[config.mk]
export PLATFORM = sky130hd
export DESIGN_NAME = hb_switch_enable_regs
export DESIGN_NICKNAME = d
export VERILOG_FILES = /design/src/pkg/hb_regs_pkg.sv /design/src/hdl/hb_switch_enable_regs.sv
export SDC_FILE = /design/constraint.sdc
export NUM_CORES = 1
export LEC_CHECK = 0
export BUFFER_PORTS_ARGS = -buffer_cell sky130_fd_sc_hd__clkbuf_2
export CAP_MARGIN = 20
export CORE_MARGIN = 5
export CORE_UTILIZATION = 56
export DETAILED_ROUTE_END_ITERATION = 12
export GPL_TIMING_DRIVEN = 0
export HOLD_SLACK_MARGIN = 0.1
export PLACE_DENSITY = 0.78
export RECOVER_POWER = 25
export SYNTH_ARGS = -nofsm -noshare
export SYNTH_HDL_FRONTEND = slang
export SYNTH_SLANG_ARGS = --single-unit
[constraint.sdc]
create_clock -name i_ref_clk -period 1.7 [get_ports i_ref_clk]
set_input_delay 0 -clock i_ref_clk [delete_from_list [all_inputs] [get_ports i_ref_clk]]
set_output_delay 0 -clock i_ref_clk [all_outputs]
set_load 0.01 [all_outputs]
[src/pkg/hb_regs_pkg.sv]
// Constants and carriers for the half-bridge switch enable register bank
// Function
// Reset loads every control register with all eight bits zero.
// A frame is sixteen bits: address byte first, then data byte.
// Control bits change only through a serial write, never by the device.
// Address bit 7 low selects a read; the register is not changed. The code clears a status register's flags when it is read.
// Address bit 7 high selects a write of the data byte.
// First enable register: bit 7 output 4 high side to bit 0 output 1 low.
// Enable bit zero holds the switch off at high impedance; one turns it on.
// Second enable register: bit 7 output 8 high to bit 0 output 5 low.
// Both sides of one half-bridge enabled switches both sides off.
// Status flags pair high and low sides, highest output in bit 7.
package hb_regs_pkg;
    localparam int            FRAME_BITS    = 16;
    localparam logic [3:0]    FRAME_LAST    = 4'hf;
    localparam logic [3:0]    FRAME_ADDR_LAST = 4'h7;
    localparam int            ADDR_RW_BIT   = 7;
    // Address codes: bits 6..2 of the address byte, msb of code sent first
    localparam logic [4:0]    ADDR_ACT1     = 5'h00;
    localparam logic [4:0]    ADDR_ACT2     = 5'h01;
    localparam logic [4:0]    ADDR_OC_9_12  = 5'h0f;
    localparam logic [4:0]    ADDR_OL_1_4   = 5'h10;
    localparam logic [4:0]    ADDR_OL_5_8   = 5'h11;
    localparam logic [4:0]    ADDR_OL_9_12  = 5'h12;
    localparam logic [7:0]    CTRL_RESET    = 8'h00;
    localparam logic [7:0]    STATUS_RESET  = 8'h00;
    localparam int            HB_COUNT      = 8;

    typedef struct packed {
        logic [7:0] oc_9_12;
        logic [7:0] ol_1_4;
        logic [7:0] ol_5_8;
        logic [7:0] ol_9_12;
    } status_flags_s;

    typedef struct packed {
        logic [HB_COUNT-1:0] high_on;
        logic [HB_COUNT-1:0] low_on;
    } switch_drive_s;
endpackage : hb_regs_pkg

[src/hdl/hb_switch_enable_regs.sv]
// Serial register bank with switch enables and status flags
`timescale 1ns/10ps
`default_nettype none
module hb_switch_enable_regs
    import hb_regs_pkg::*;
(
    input  wire logic          i_ref_clk,
    input  wire logic          i_reset,
    input  wire logic          i_sclk,
    input  wire logic          i_csn,
    input  wire logic          i_sdi,
    output logic               o_sdo,
    output logic               o_sdo_oe_n,
    input  wire status_flags_s i_status_set,
    output switch_drive_s      o_drive
);
    typedef enum logic [1:0] {
        IDLE  = 2'b00,
        SHIFT = 2'b01,
        DONE  = 2'b10
    } frame_e;

    // Two-flop synchronisers for the serial pins
    logic [2:0] sclk_sync;
    logic [1:0] csn_sync;
    logic [1:0] sdi_sync;
    logic       sclk_prev;
    always_ff @(posedge i_ref_clk) begin
        if (i_reset) begin
            sclk_sync <= 3'h0;
            csn_sync  <= 2'h3;
            sdi_sync  <= 2'h0;
        end else begin
            sclk_sync <= {sclk_sync[1:0], i_sclk};
            csn_sync  <= {csn_sync[0], i_csn};
            sdi_sync  <= {sdi_sync[0], i_sdi};
        end
    end
    assign sclk_prev = sclk_sync[2];
    wire sclk_s   = sclk_sync[1];
    wire csn_s    = csn_sync[1];
    wire sdi_s    = sdi_sync[1];
    wire sclk_rise = sclk_s & ~sclk_prev;
    wire sclk_fall = ~sclk_s & sclk_prev;

    frame_e      state;
    frame_e      next_state;
    logic [3:0]  bit_cnt;
    logic [3:0]  next_bit_cnt;
    logic [15:0] shreg;
    logic [15:0] next_shreg;
    logic [7:0]  act1;
    logic [7:0]  next_act1;
    logic [7:0]  act2;
    logic [7:0]  next_act2;
    status_flags_s flags;
    status_flags_s next_flags;
    logic [7:0]  tx;
    logic [7:0]  next_tx;
    logic        sdo;
    logic        next_sdo;

    // Frame fields once all sixteen bits are in
    wire [7:0] addr_byte = shreg[15:8];
    wire [7:0] data_byte = shreg[7:0];
    wire [4:0] addr_code = addr_byte[6:2];
    wire       is_write  = addr_byte[ADDR_RW_BIT];
    wire       last_bit  = sclk_rise && (bit_cnt == FRAME_LAST);
    wire       frame_end = (state == DONE) && csn_s;

    function automatic logic [7:0] read_reg(input logic [4:0] code,
                                            input logic [7:0] a1,
                                            input logic [7:0] a2,
                                            input status_flags_s f);
        case (code)
            ADDR_ACT1:    read_reg = a1;
            ADDR_ACT2:    read_reg = a2;
            ADDR_OC_9_12: read_reg = f.oc_9_12;
            ADDR_OL_1_4:  read_reg = f.ol_1_4;
            ADDR_OL_5_8:  read_reg = f.ol_5_8;
            ADDR_OL_9_12: read_reg = f.ol_9_12;
            default:      read_reg = 8'h00;
        endcase
    endfunction : read_reg

    always_comb begin
        next_state   = state;
        next_bit_cnt = bit_cnt;
        next_shreg   = shreg;
        next_act1    = act1;
        next_act2    = act2;
        next_tx      = tx;
        next_sdo     = sdo;
        // Hardware set wins over a read clear in the same cycle
        next_flags   = flags | i_status_set;
        case (state)
            IDLE: begin
                if (!csn_s) begin
                    next_state   = SHIFT;
                    next_bit_cnt = 4'h0;
                end
            end
            SHIFT: begin
                if (csn_s) begin
                    // Short frame is dropped, nothing stored
                    next_state = IDLE;
                end else if (sclk_rise) begin
                    next_shreg   = {shreg[14:0], sdi_s};
                    next_bit_cnt = bit_cnt + 4'h1;
                    if (last_bit) begin
                        next_state = DONE;
                    end
                end
                if (sclk_fall) begin
                    next_sdo = tx[7];
                    next_tx  = {tx[6:0], 1'b0};
                end
                if (bit_cnt == FRAME_ADDR_LAST && sclk_rise) begin
                    // Load on the last address rise: first data bit
                    // must stand before the master's ninth rise
                    next_tx = read_reg(shreg[5:1], act1, act2, flags);
                end
            end
            DONE: begin
                // Extra clocks make the frame invalid; commit at csn rise
                if (sclk_rise) begin
                    next_state = IDLE;
                end else if (csn_s) begin
                    next_state = IDLE;
                    if (is_write) begin
                        case (addr_code)
                            ADDR_ACT1: next_act1 = data_byte;
                            ADDR_ACT2: next_act2 = data_byte;
                            default:   ;
                        endcase
                    end else begin
                        case (addr_code)
                            ADDR_OC_9_12: next_flags.oc_9_12 = i_status_set.oc_9_12;
                            ADDR_OL_1_4:  next_flags.ol_1_4  = i_status_set.ol_1_4;
                            ADDR_OL_5_8:  next_flags.ol_5_8  = i_status_set.ol_5_8;
                            ADDR_OL_9_12: next_flags.ol_9_12 = i_status_set.ol_9_12;
                            default:      ;
                        endcase
                    end
                end
            end
            default: next_state = IDLE;
        endcase
    end

    always_ff @(posedge i_ref_clk) begin
        if (i_reset) begin
            state   <= IDLE;
            bit_cnt <= 4'h0;
            shreg   <= 16'h0000;
            act1    <= CTRL_RESET;
            act2    <= CTRL_RESET;
            flags   <= {4{STATUS_RESET}};
            tx      <= 8'h00;
            sdo     <= 1'b0;
        end else begin
            state   <= next_state;
            bit_cnt <= next_bit_cnt;
            shreg   <= next_shreg;
            act1    <= next_act1;
            act2    <= next_act2;
            flags   <= next_flags;
            tx      <= next_tx;
            sdo     <= next_sdo;
        end
    end

    assign o_sdo      = sdo;
    assign o_sdo_oe_n = csn_s;

    // Drive stage; registered so switches never see a glitch
    switch_drive_s next_drive;
    switch_drive_s drive;
    wire [15:0] en_all = {act2, act1};
    wire [HB_COUNT-1:0] next_high;
    wire [HB_COUNT-1:0] next_low;
    generate
        for (genvar g = 0; g < HB_COUNT; g++) begin : g_hb
            wire hs = en_all[2*g+1];
            wire ls = en_all[2*g];
            // Both set: whole half-bridge off
            assign next_high[g] = hs & ~ls;
            assign next_low[g]  = ls & ~hs;
        end
    endgenerate
    assign next_drive = {next_high, next_low};
    always_ff @(posedge i_ref_clk) begin
        if (i_reset) begin
            drive <= '0;
        end else begin
            drive <= next_drive;
        end
    end
    assign o_drive = drive;

    // Reset and drive stage checks
    chk_reset_clear: assert property (@(posedge i_ref_clk)
        i_reset |=> (act1 == CTRL_RESET && act2 == CTRL_RESET))
        else $error("control registers not zero after reset");

    chk_no_cross: assert property (@(posedge i_ref_clk) disable iff (i_reset)
        (drive.high_on & drive.low_on) == '0)
        else $error("both sides of a half-bridge on");

    chk_both_off: assert property (@(posedge i_ref_clk) disable iff (i_reset)
        (act1[1] && act1[0]) |=> (!drive.high_on[0] && !drive.low_on[0]))
        else $error("half-bridge 1 not off with both enables");

    chk_hs_on: assert property (@(posedge i_ref_clk) disable iff (i_reset)
        (act1[7] && !act1[6]) |=> drive.high_on[3])
        else $error("output 4 high side not on");

    chk_ls_off: assert property (@(posedge i_ref_clk) disable iff (i_reset)
        !act2[0] |=> !drive.low_on[4])
        else $error("output 5 low side on while disabled");

    chk_ls_on: assert property (@(posedge i_ref_clk) disable iff (i_reset)
        (act2[0] && !act2[1]) |=> drive.low_on[4])
        else $error("output 5 low side not on");

    chk_hs_off: assert property (@(posedge i_ref_clk) disable iff (i_reset)
        !act1[1] |=> !drive.high_on[0])
        else $error("output 1 high side on while disabled");

    // Frame and register access checks
    chk_ctrl_stable: assert property (@(posedge i_ref_clk) disable iff (i_reset)
        !(state == DONE && csn_s && is_write) |=> $stable(act1) && $stable(act2))
        else $error("control register changed without a write");

    chk_write_store: assert property (@(posedge i_ref_clk) disable iff (i_reset)
        (frame_end && is_write && addr_code == ADDR_ACT2 && !sclk_rise)
        |=> act2 == $past(data_byte))
        else $error("write data not stored");

    chk_act1_store: assert property (@(posedge i_ref_clk) disable iff (i_reset)
        (frame_end && is_write && addr_code == ADDR_ACT1 && !sclk_rise)
        |=> act1 == $past(data_byte))
        else $error("first enable write not stored");

    chk_read_keeps: assert property (@(posedge i_ref_clk) disable iff (i_reset)
        (frame_end && !is_write) |=> $stable(act1) && $stable(act2))
        else $error("read frame altered a control register");

    chk_read_load: assert property (@(posedge i_ref_clk) disable iff (i_reset)
        (state == SHIFT && sclk_rise && bit_cnt == FRAME_ADDR_LAST
         && shreg[5:1] == ADDR_ACT1)
        |=> tx == $past(act1))
        else $error("read data not loaded after address byte");

    chk_frame_len: assert property (@(posedge i_ref_clk) disable iff (i_reset)
        (state == SHIFT && last_bit && !csn_s) |=> state == DONE)
        else $error("frame not complete after sixteen bits");

    chk_short_drop: assert property (@(posedge i_ref_clk) disable iff (i_reset)
        (state == SHIFT && csn_s) |=> state == IDLE)
        else $error("short frame not dropped");

    // Extra clock after sixteen bits voids the frame
    chk_long_drop: assert property (@(posedge i_ref_clk) disable iff (i_reset)
        (state == DONE && sclk_rise)
        |=> state == IDLE && $stable(act1) && $stable(act2))
        else $error("long frame not dropped");

    // Status flag checks
    chk_flag_sticky: assert property (@(posedge i_ref_clk) disable iff (i_reset)
        i_status_set.oc_9_12[7] |=> flags.oc_9_12[7])
        else $error("overcurrent flag lost");

    chk_ol_sticky: assert property (@(posedge i_ref_clk) disable iff (i_reset)
        i_status_set.ol_9_12[0] |=> flags.ol_9_12[0])
        else $error("open load flag lost");

    chk_flag_clear: assert property (@(posedge i_ref_clk) disable iff (i_reset)
        (frame_end && !is_write && !sclk_rise && addr_code == ADDR_OL_1_4
         && i_status_set.ol_1_4 == 8'h00)
        |=> flags.ol_1_4 == 8'h00)
        else $error("open load flags not cleared by read");

    cov_write1: cover property (@(posedge i_ref_clk)
        frame_end && is_write && addr_code == ADDR_ACT1);

    cov_read_ol: cover property (@(posedge i_ref_clk)
        frame_end && !is_write && addr_code == ADDR_OL_1_4);

    cov_cross: cover property (@(posedge i_ref_clk) act2[7] && act2[6]);

    cov_short_drop: cover property (@(posedge i_ref_clk)
        state == SHIFT && csn_s);

    cov_long_drop: cover property (@(posedge i_ref_clk)
        state == DONE && sclk_rise);
endmodule : hb_switch_enable_regs
`default_nettype wire

== Word level (Yosys, flattened, before mapping) ==
Cells that the tools add are included.
Widths: inputs -> output; s select.

* Bitwise gates (word level): 39
* Add/sub/neg operators: 1
* Reduce and logical (&&, ||, !) cells: 14
* Eq/ne operators: 20
* Multiplexer cells: 22

{| class="wikitable"
|+ Operator list
! cell !! number
|-
| $mux 32 || 4
|-
| $mux 8 || 6
|-
| $pmux 8 s6 || 1
|-
| $or 32x32->32 || 1
|-
| $eq 5x5->1 const B || 6
|-
| $not 1->1 || 20
|-
| $and 1x1->1 || 18
|-
| $mux 2 || 6
|-
| $mux 4 || 3
|-
| $eq 5x1->1 const B || 2
|-
| $eq 5x4->1 const B || 2
|-
| $logic_not 5->1 || 2
|-
| $reduce_and 5->1 || 2
|-
| $ne 3x3->1 const B || 3
|-
| $pmux 4 s2 || 1
|-
| $reduce_and 4->1 || 2
|-
| $ne 2x2->1 const B || 3
|-
| $pmux 2 s3 || 1
|-
| $add 4x1->4 const B || 1
|-
| $eq 4x3->1 const B || 1
|-
| $eq 4x4->1 const B || 1
|-
| $reduce_and 2->1 || 2
|-
| $reduce_bool 2->1 || 2
|-
| $reduce_and 3->1 || 1
|-
| other kinds (4) || 5
|}

* Input bits: 37
* Output and inout port bits: 18
* Bits in registers: 102
* Word-level logic and storage cells: 112

== Logic depth before layout (Yosys ltp) ==
* Depth in word-level cells: 7
* Depth in mapped cells: 7
* Gate-level depth less buffers: 5

== Worst setup path before layout ==
No wires, ideal clock.

* Kind: register to register
* Start: register sclk_sync[1]
* End: register act1[5]
* Data arrival time: 1.356 ns
* Buffers on the path: 2
* Stages on the path, launching flop included: 8
* Required time: 1.572 ns
* Setup time: 0.128 ns
* Slack: 0.216 ns
* Clock period less this slack: 1.484 ns
* Path through: dfxtp_1 nor2b_1 buf_6 nor4_4 and3_1 buf_6 mux2i_1 nor2_1

* Word-level cells in the longest chain between the ends: 3

{| class="wikitable"
|+ Ends and longest elaborated chain
! element !! RTL line !! source
|-
| start, declared || hb_switch_enable_regs.sv:24 || <nowiki>logic [2:0] sclk_sync;</nowiki>
|-
| start signal, assigned || hb_switch_enable_regs.sv:34 || <nowiki>sclk_sync <= {sclk_sync[1:0], i_sclk};</nowiki>
|-
| $and 1x1->1 || hb_switch_enable_regs.sv:43 || <nowiki>wire sclk_rise = sclk_s & ~sclk_prev;</nowiki>
|-
| $not 1->1 (no source line) || n/a ||
|-
| $reduce_and 5->1 (no source line) || n/a ||
|-
| end signal, assigned || hb_switch_enable_regs.sv:165 || <nowiki>act1 <= next_act1;</nowiki>
|-
| end, declared || hb_switch_enable_regs.sv:52 || <nowiki>logic [7:0] act1;</nowiki>
|}

No other way between the ends.
A chain may end at the register's enable or synchronous reset.

== Worst setup path in the final report ==
* Start: register sclk_sync[1]
* End: register tx[7]

* Word-level cells in the longest chain between the ends: 4
* Elaborated cells between the ends (all ways): 7
* Classes of those cells: 1 x mux; 3 x bitwise; 3 x reduce/logical

{| class="wikitable"
|+ Ends and longest elaborated chain
! element !! RTL line !! source
|-
| $and 1x1->1 / $not 1->1 (equally long branches) || hb_switch_enable_regs.sv:43, hb_switch_enable_regs.sv:44 ||
|-
| $logic_and 1x1->1 / $and 1x1->1 (equally long branches) || hb_switch_enable_regs.sv:118, hb_switch_enable_regs.sv:44 ||
|-
| $reduce_bool 2->1 (no source line) || n/a ||
|-
| $reduce_and 2->1 (no source line) || n/a ||
|-
| end signal, assigned || hb_switch_enable_regs.sv:168 || <nowiki>tx <= next_tx;</nowiki>
|-
| end, declared || hb_switch_enable_regs.sv:58 || <nowiki>logic [7:0] tx;</nowiki>
|}

Several ways; a longest one is shown, not always the timed one.

==> results.yml <==
synthesis:
  synth_area_leaders: "dfxtp_1 (51%), a21oi_1 (6.7%), nor2_1 (6.5%), mux2i_1 (6.3%), nand2_1 (6.0%)"
  synthArstFlopShare_pct: 0
  synth_top_family_by_area: "simple AND/OR/NAND/NOR gates"
  seq_area_frac_synth_pct: 51.2
  ys.warnings.count: 0
  synth.largest_area_cell: "dfxtp_1"
  avgSynthCellArea_um2: 9.14
  synth_adder_area_share_pct: 0.314
  synth_edf_count: 0
  ys_ff_latch: 102
  syn_nets: 474
  ys_types: 38
  synth-compound-area-share_pct: 12.6
  synth_commonest_cells: "dfxtp_1 (102), nor2_1 (69), nand2_1 (64), a21oi_1 (53), mux2i_1 (25)"
  netlist_area_um2: 3990
  synthMuxAreaShare_pct: 7.97
  synth_cells: 436
  synth-xor-area-share_pct: 0
  synthFlopType: "dfxtp_1"
  netlist.area_leader.share_pct: 51.2
  yosys.area_share.simple_pct: 23.7
  synth.most_common_cell: "dfxtp_1"
layout:
  fin_nets: 578
  areaGrowthSynthToFinish_pct: 28.0
  post-route-util_pct: 74.2
  diodes: 0
  drive_above_1_share_pct: 23.7
  fillCellCount: 500
  finalInstanceArea_um2: 5100
min_path:
  hold_class: "input pin to register"
  hold_path.startpoint: "i_reset"
  min_to: "sclk_sync[0]$_SDFF_PP0_"
  holdPathStages: 3
drt:
  wl_per_cell_um: 16.1
  routed_wirelength_um: 10300
  ant_nets: 0
  vias: 3557
  first_pass_iters: 5
  viasPerCell: 5.55
  drt_iter0_drc: 301
  route.detailed.drc: 0
setup_path:
  r2r_cells: 7
  r2r-start: "sclk_sync[1]$_SDFF_PP0_"
  path_buf_inv: 2
  slowest_delay_ps: 340
  worstReg2RegEnd: "tx[7]$_SDFFE_PP0P_"
  critical-path-top-delay-family: "simple AND/OR/NAND/NOR gates"
  cp.arrival_ps: 1920
  critPathKind: "register to register"
  worstPathMaxFanout: 8
  critPathLaunch: "sclk_sync[1]$_SDFF_PP0_"
  start_kind: "register"
  cp_common_cell: "buf_6"
  r2r_setup_slack_ps: 50
  critical_path.slowest_cell: "dfxtp_2"
  cp-end-kind: "register"
  worstPathCellList: "nor2b_4 > buf_6 > nand4b_4 > buf_6 > a31oi_1 > nand3_1 > a32o_1"
  cp.required_ps: 1970
die:
  die_w_um: 94.4
  start_util_pct: 58.0
  io_pins: 55
  placementRows: 30
  core_um2: 6870
  die_h_um: 94.4
  die_area_um2: 8900
flow_run:
  cap_violations: 0
sta:
  finalHoldViolCount: 0
  maxSlewHeadroom_pct: 61.9
  drv_slew: 0
  worstMarginPinSlew_ps: 571
  fin_crit_sh_pct: 97.3
  setup_violations: 0
  min_period_ps: 1650
  rsz0062_at_grt: "true"
  max_freq_ghz: 0.605
  skew_ps: 7.14
placement:
  hpwlAfterDp_um: 6580
  place_congestion: 0.864
  place_area_um2: 4370
  port_buffers: 53
clock_tree:
  clock_latency_ps: 360
  clockRootBuffer: "clkbuf_8"
  htreeDepth: 3
  cts_tree: "yes"
  clockBufferDepth: 2
  path_clk_slew_ps: 90
  cts_sinks: 102
  numCtsBuffers: 9
power:
  p_int_uw: 3390
  swShare_pct: 22.2
  clock_power_share_pct: 37.0
  max-vdd-ir-drop_uv: 688
  switchingPower_uw: 964
  comb_power_share_pct: 5.9
  seq_power_share_pct: 57.1
  p_leak_uw: 0.00205
  pwr_density_cell_nw_per_um2: 853
grt:
  grt_pass1_wl_um: 16200
  antenna_found_initial: 0
  track_usage_pct: 23.7
  grt_pass1_vias: 3375
  grt_remaining_overflow: 0
  grt_max_degree: 17
run_status:
  status: "completed"
==> layer usage <==
metal	vias to the layer above	routed length, µm	GRT usage, %	part of all wire [%]
met5	-	0	0	0
met4	0	157	7.22	1.5
met3	16	814	5.90	7.9
met2	157	4990	40.3	48
met1	1667	4350	29.8	42
li1	1717	-	-	-
==> through the flow <==
stage	power, µW	instances	setup TNS [ps]	hold slack, ps	setup WS [ps]
CTS	4350	637	-361	225	-52.2
floorplan	2630	436	0	104	216
global placement	2710	585	-17.3	183	-17.3
global route	4500	641	-72.9	279	-42.7
finish	4350	641	0	256	46.6
detailed placement	2720	585	-105	191	-54.2
==> worst max-delay path by stage <==
stage,endpoint,slack (ps),cells past startpoint
floorplan,act1[5]$_SDFFE_PP0P_,220,7
global placement,tx[6]$_SDFFE_PP0P_,-20,7
detailed placement,tx[6]$_SDFFE_PP0P_,-50,7
CTS,flags[12]$_SDFF_PP0_,-50,6
global route,tx[5]$_SDFFE_PP0P_,-40,7
finish,tx[7]$_SDFFE_PP0P_,50,7
==> worst register-to-register path: stages (launching register included) <==
cell and delay (ps):
dfxtp_2 340, nor2b_4 130, buf_6 150, nand4b_4 240
buf_6 210, a31oi_1 130, nand3_1 110, a32o_1 230
==> state kept, by name, indices dropped and copies added, names as in the netlist <==
name       count
csn_sync       2
state          2
tx             8
o_drive       16
sdi_sync       2
act1           8
sclk_sync      3
o_sdo          1
act2           8
shreg         16
bit_cnt        4
flags         32
==> cells in the final DEF (no fill, tap or decap), types with 3 or more instances in the layout <==
cell / instances
mux2i_1: 23
dlygate4sd3_1: 35
nand4_1: 3
nor2_2: 3
nand3_1: 4
nor2_1: 66
nand2_2: 4
buf_2: 4
a22oi_1: 8
clkbuf_2: 55
mux2_2: 6
dfxtp_1: 98
buf_6: 5
nor2b_1: 7
nand2b_1: 3
a21oi_1: 53
buf_4: 10
nand2_1: 60
clkbuf_8: 12
clkbuf_1: 11
nor3_1: 3
a32o_1: 7
o21ai_0: 3
nor3b_1: 18
a211oi_2: 5
==> kinds of logic after synthesis <==
group                      after synthesis
DFF                                    102
adders and majority gates                1
AOI/OAI and AO/OA                       83
muxes                                   31
and+or+nand+nor                        189
buffers and inverters                   30
==> power groups by stage <==
stage | sequential (µW) | clock [µW] | combinational, µW
floorplan | 2530 | 0 | 102
global placement | 2540 | 0 | 170
detailed placement | 2540 | 0 | 175
CTS | 2480 | 1630 | 238
global route | 2490 | 1730 | 281
finish | 2480 | 1610 | 255
==> final cells by class <==
| type | count | area [µm²] | area share (%) |
|---|---|---|---|
| inverters | 2 | 7.51 | 0.147 |
| multi-input cells | 304 | 1860 | 36.6 |
| clock buffers | 12 | 165 | 3.24 |
| clock inverters | 4 | 52.6 | 1.03 |
| well taps | 96 | 120 | 2.36 |
| flip-flops and latches | 102 | 2050 | 40.2 |
| repair buffers | 94 | 661 | 13.0 |
| plain buffers | 27 | 178 | 3.48 |
==> what timing repair did <==
item,4_1_cts,5_1_grt
hold endpoints to repair,35,0
pin swaps,0,4
gates resized for setup,2,40
setup buffers,1,5
hold buffers,35,0
endpoints found under the setup margin,14,60
(Power assumes the default switching activity.)
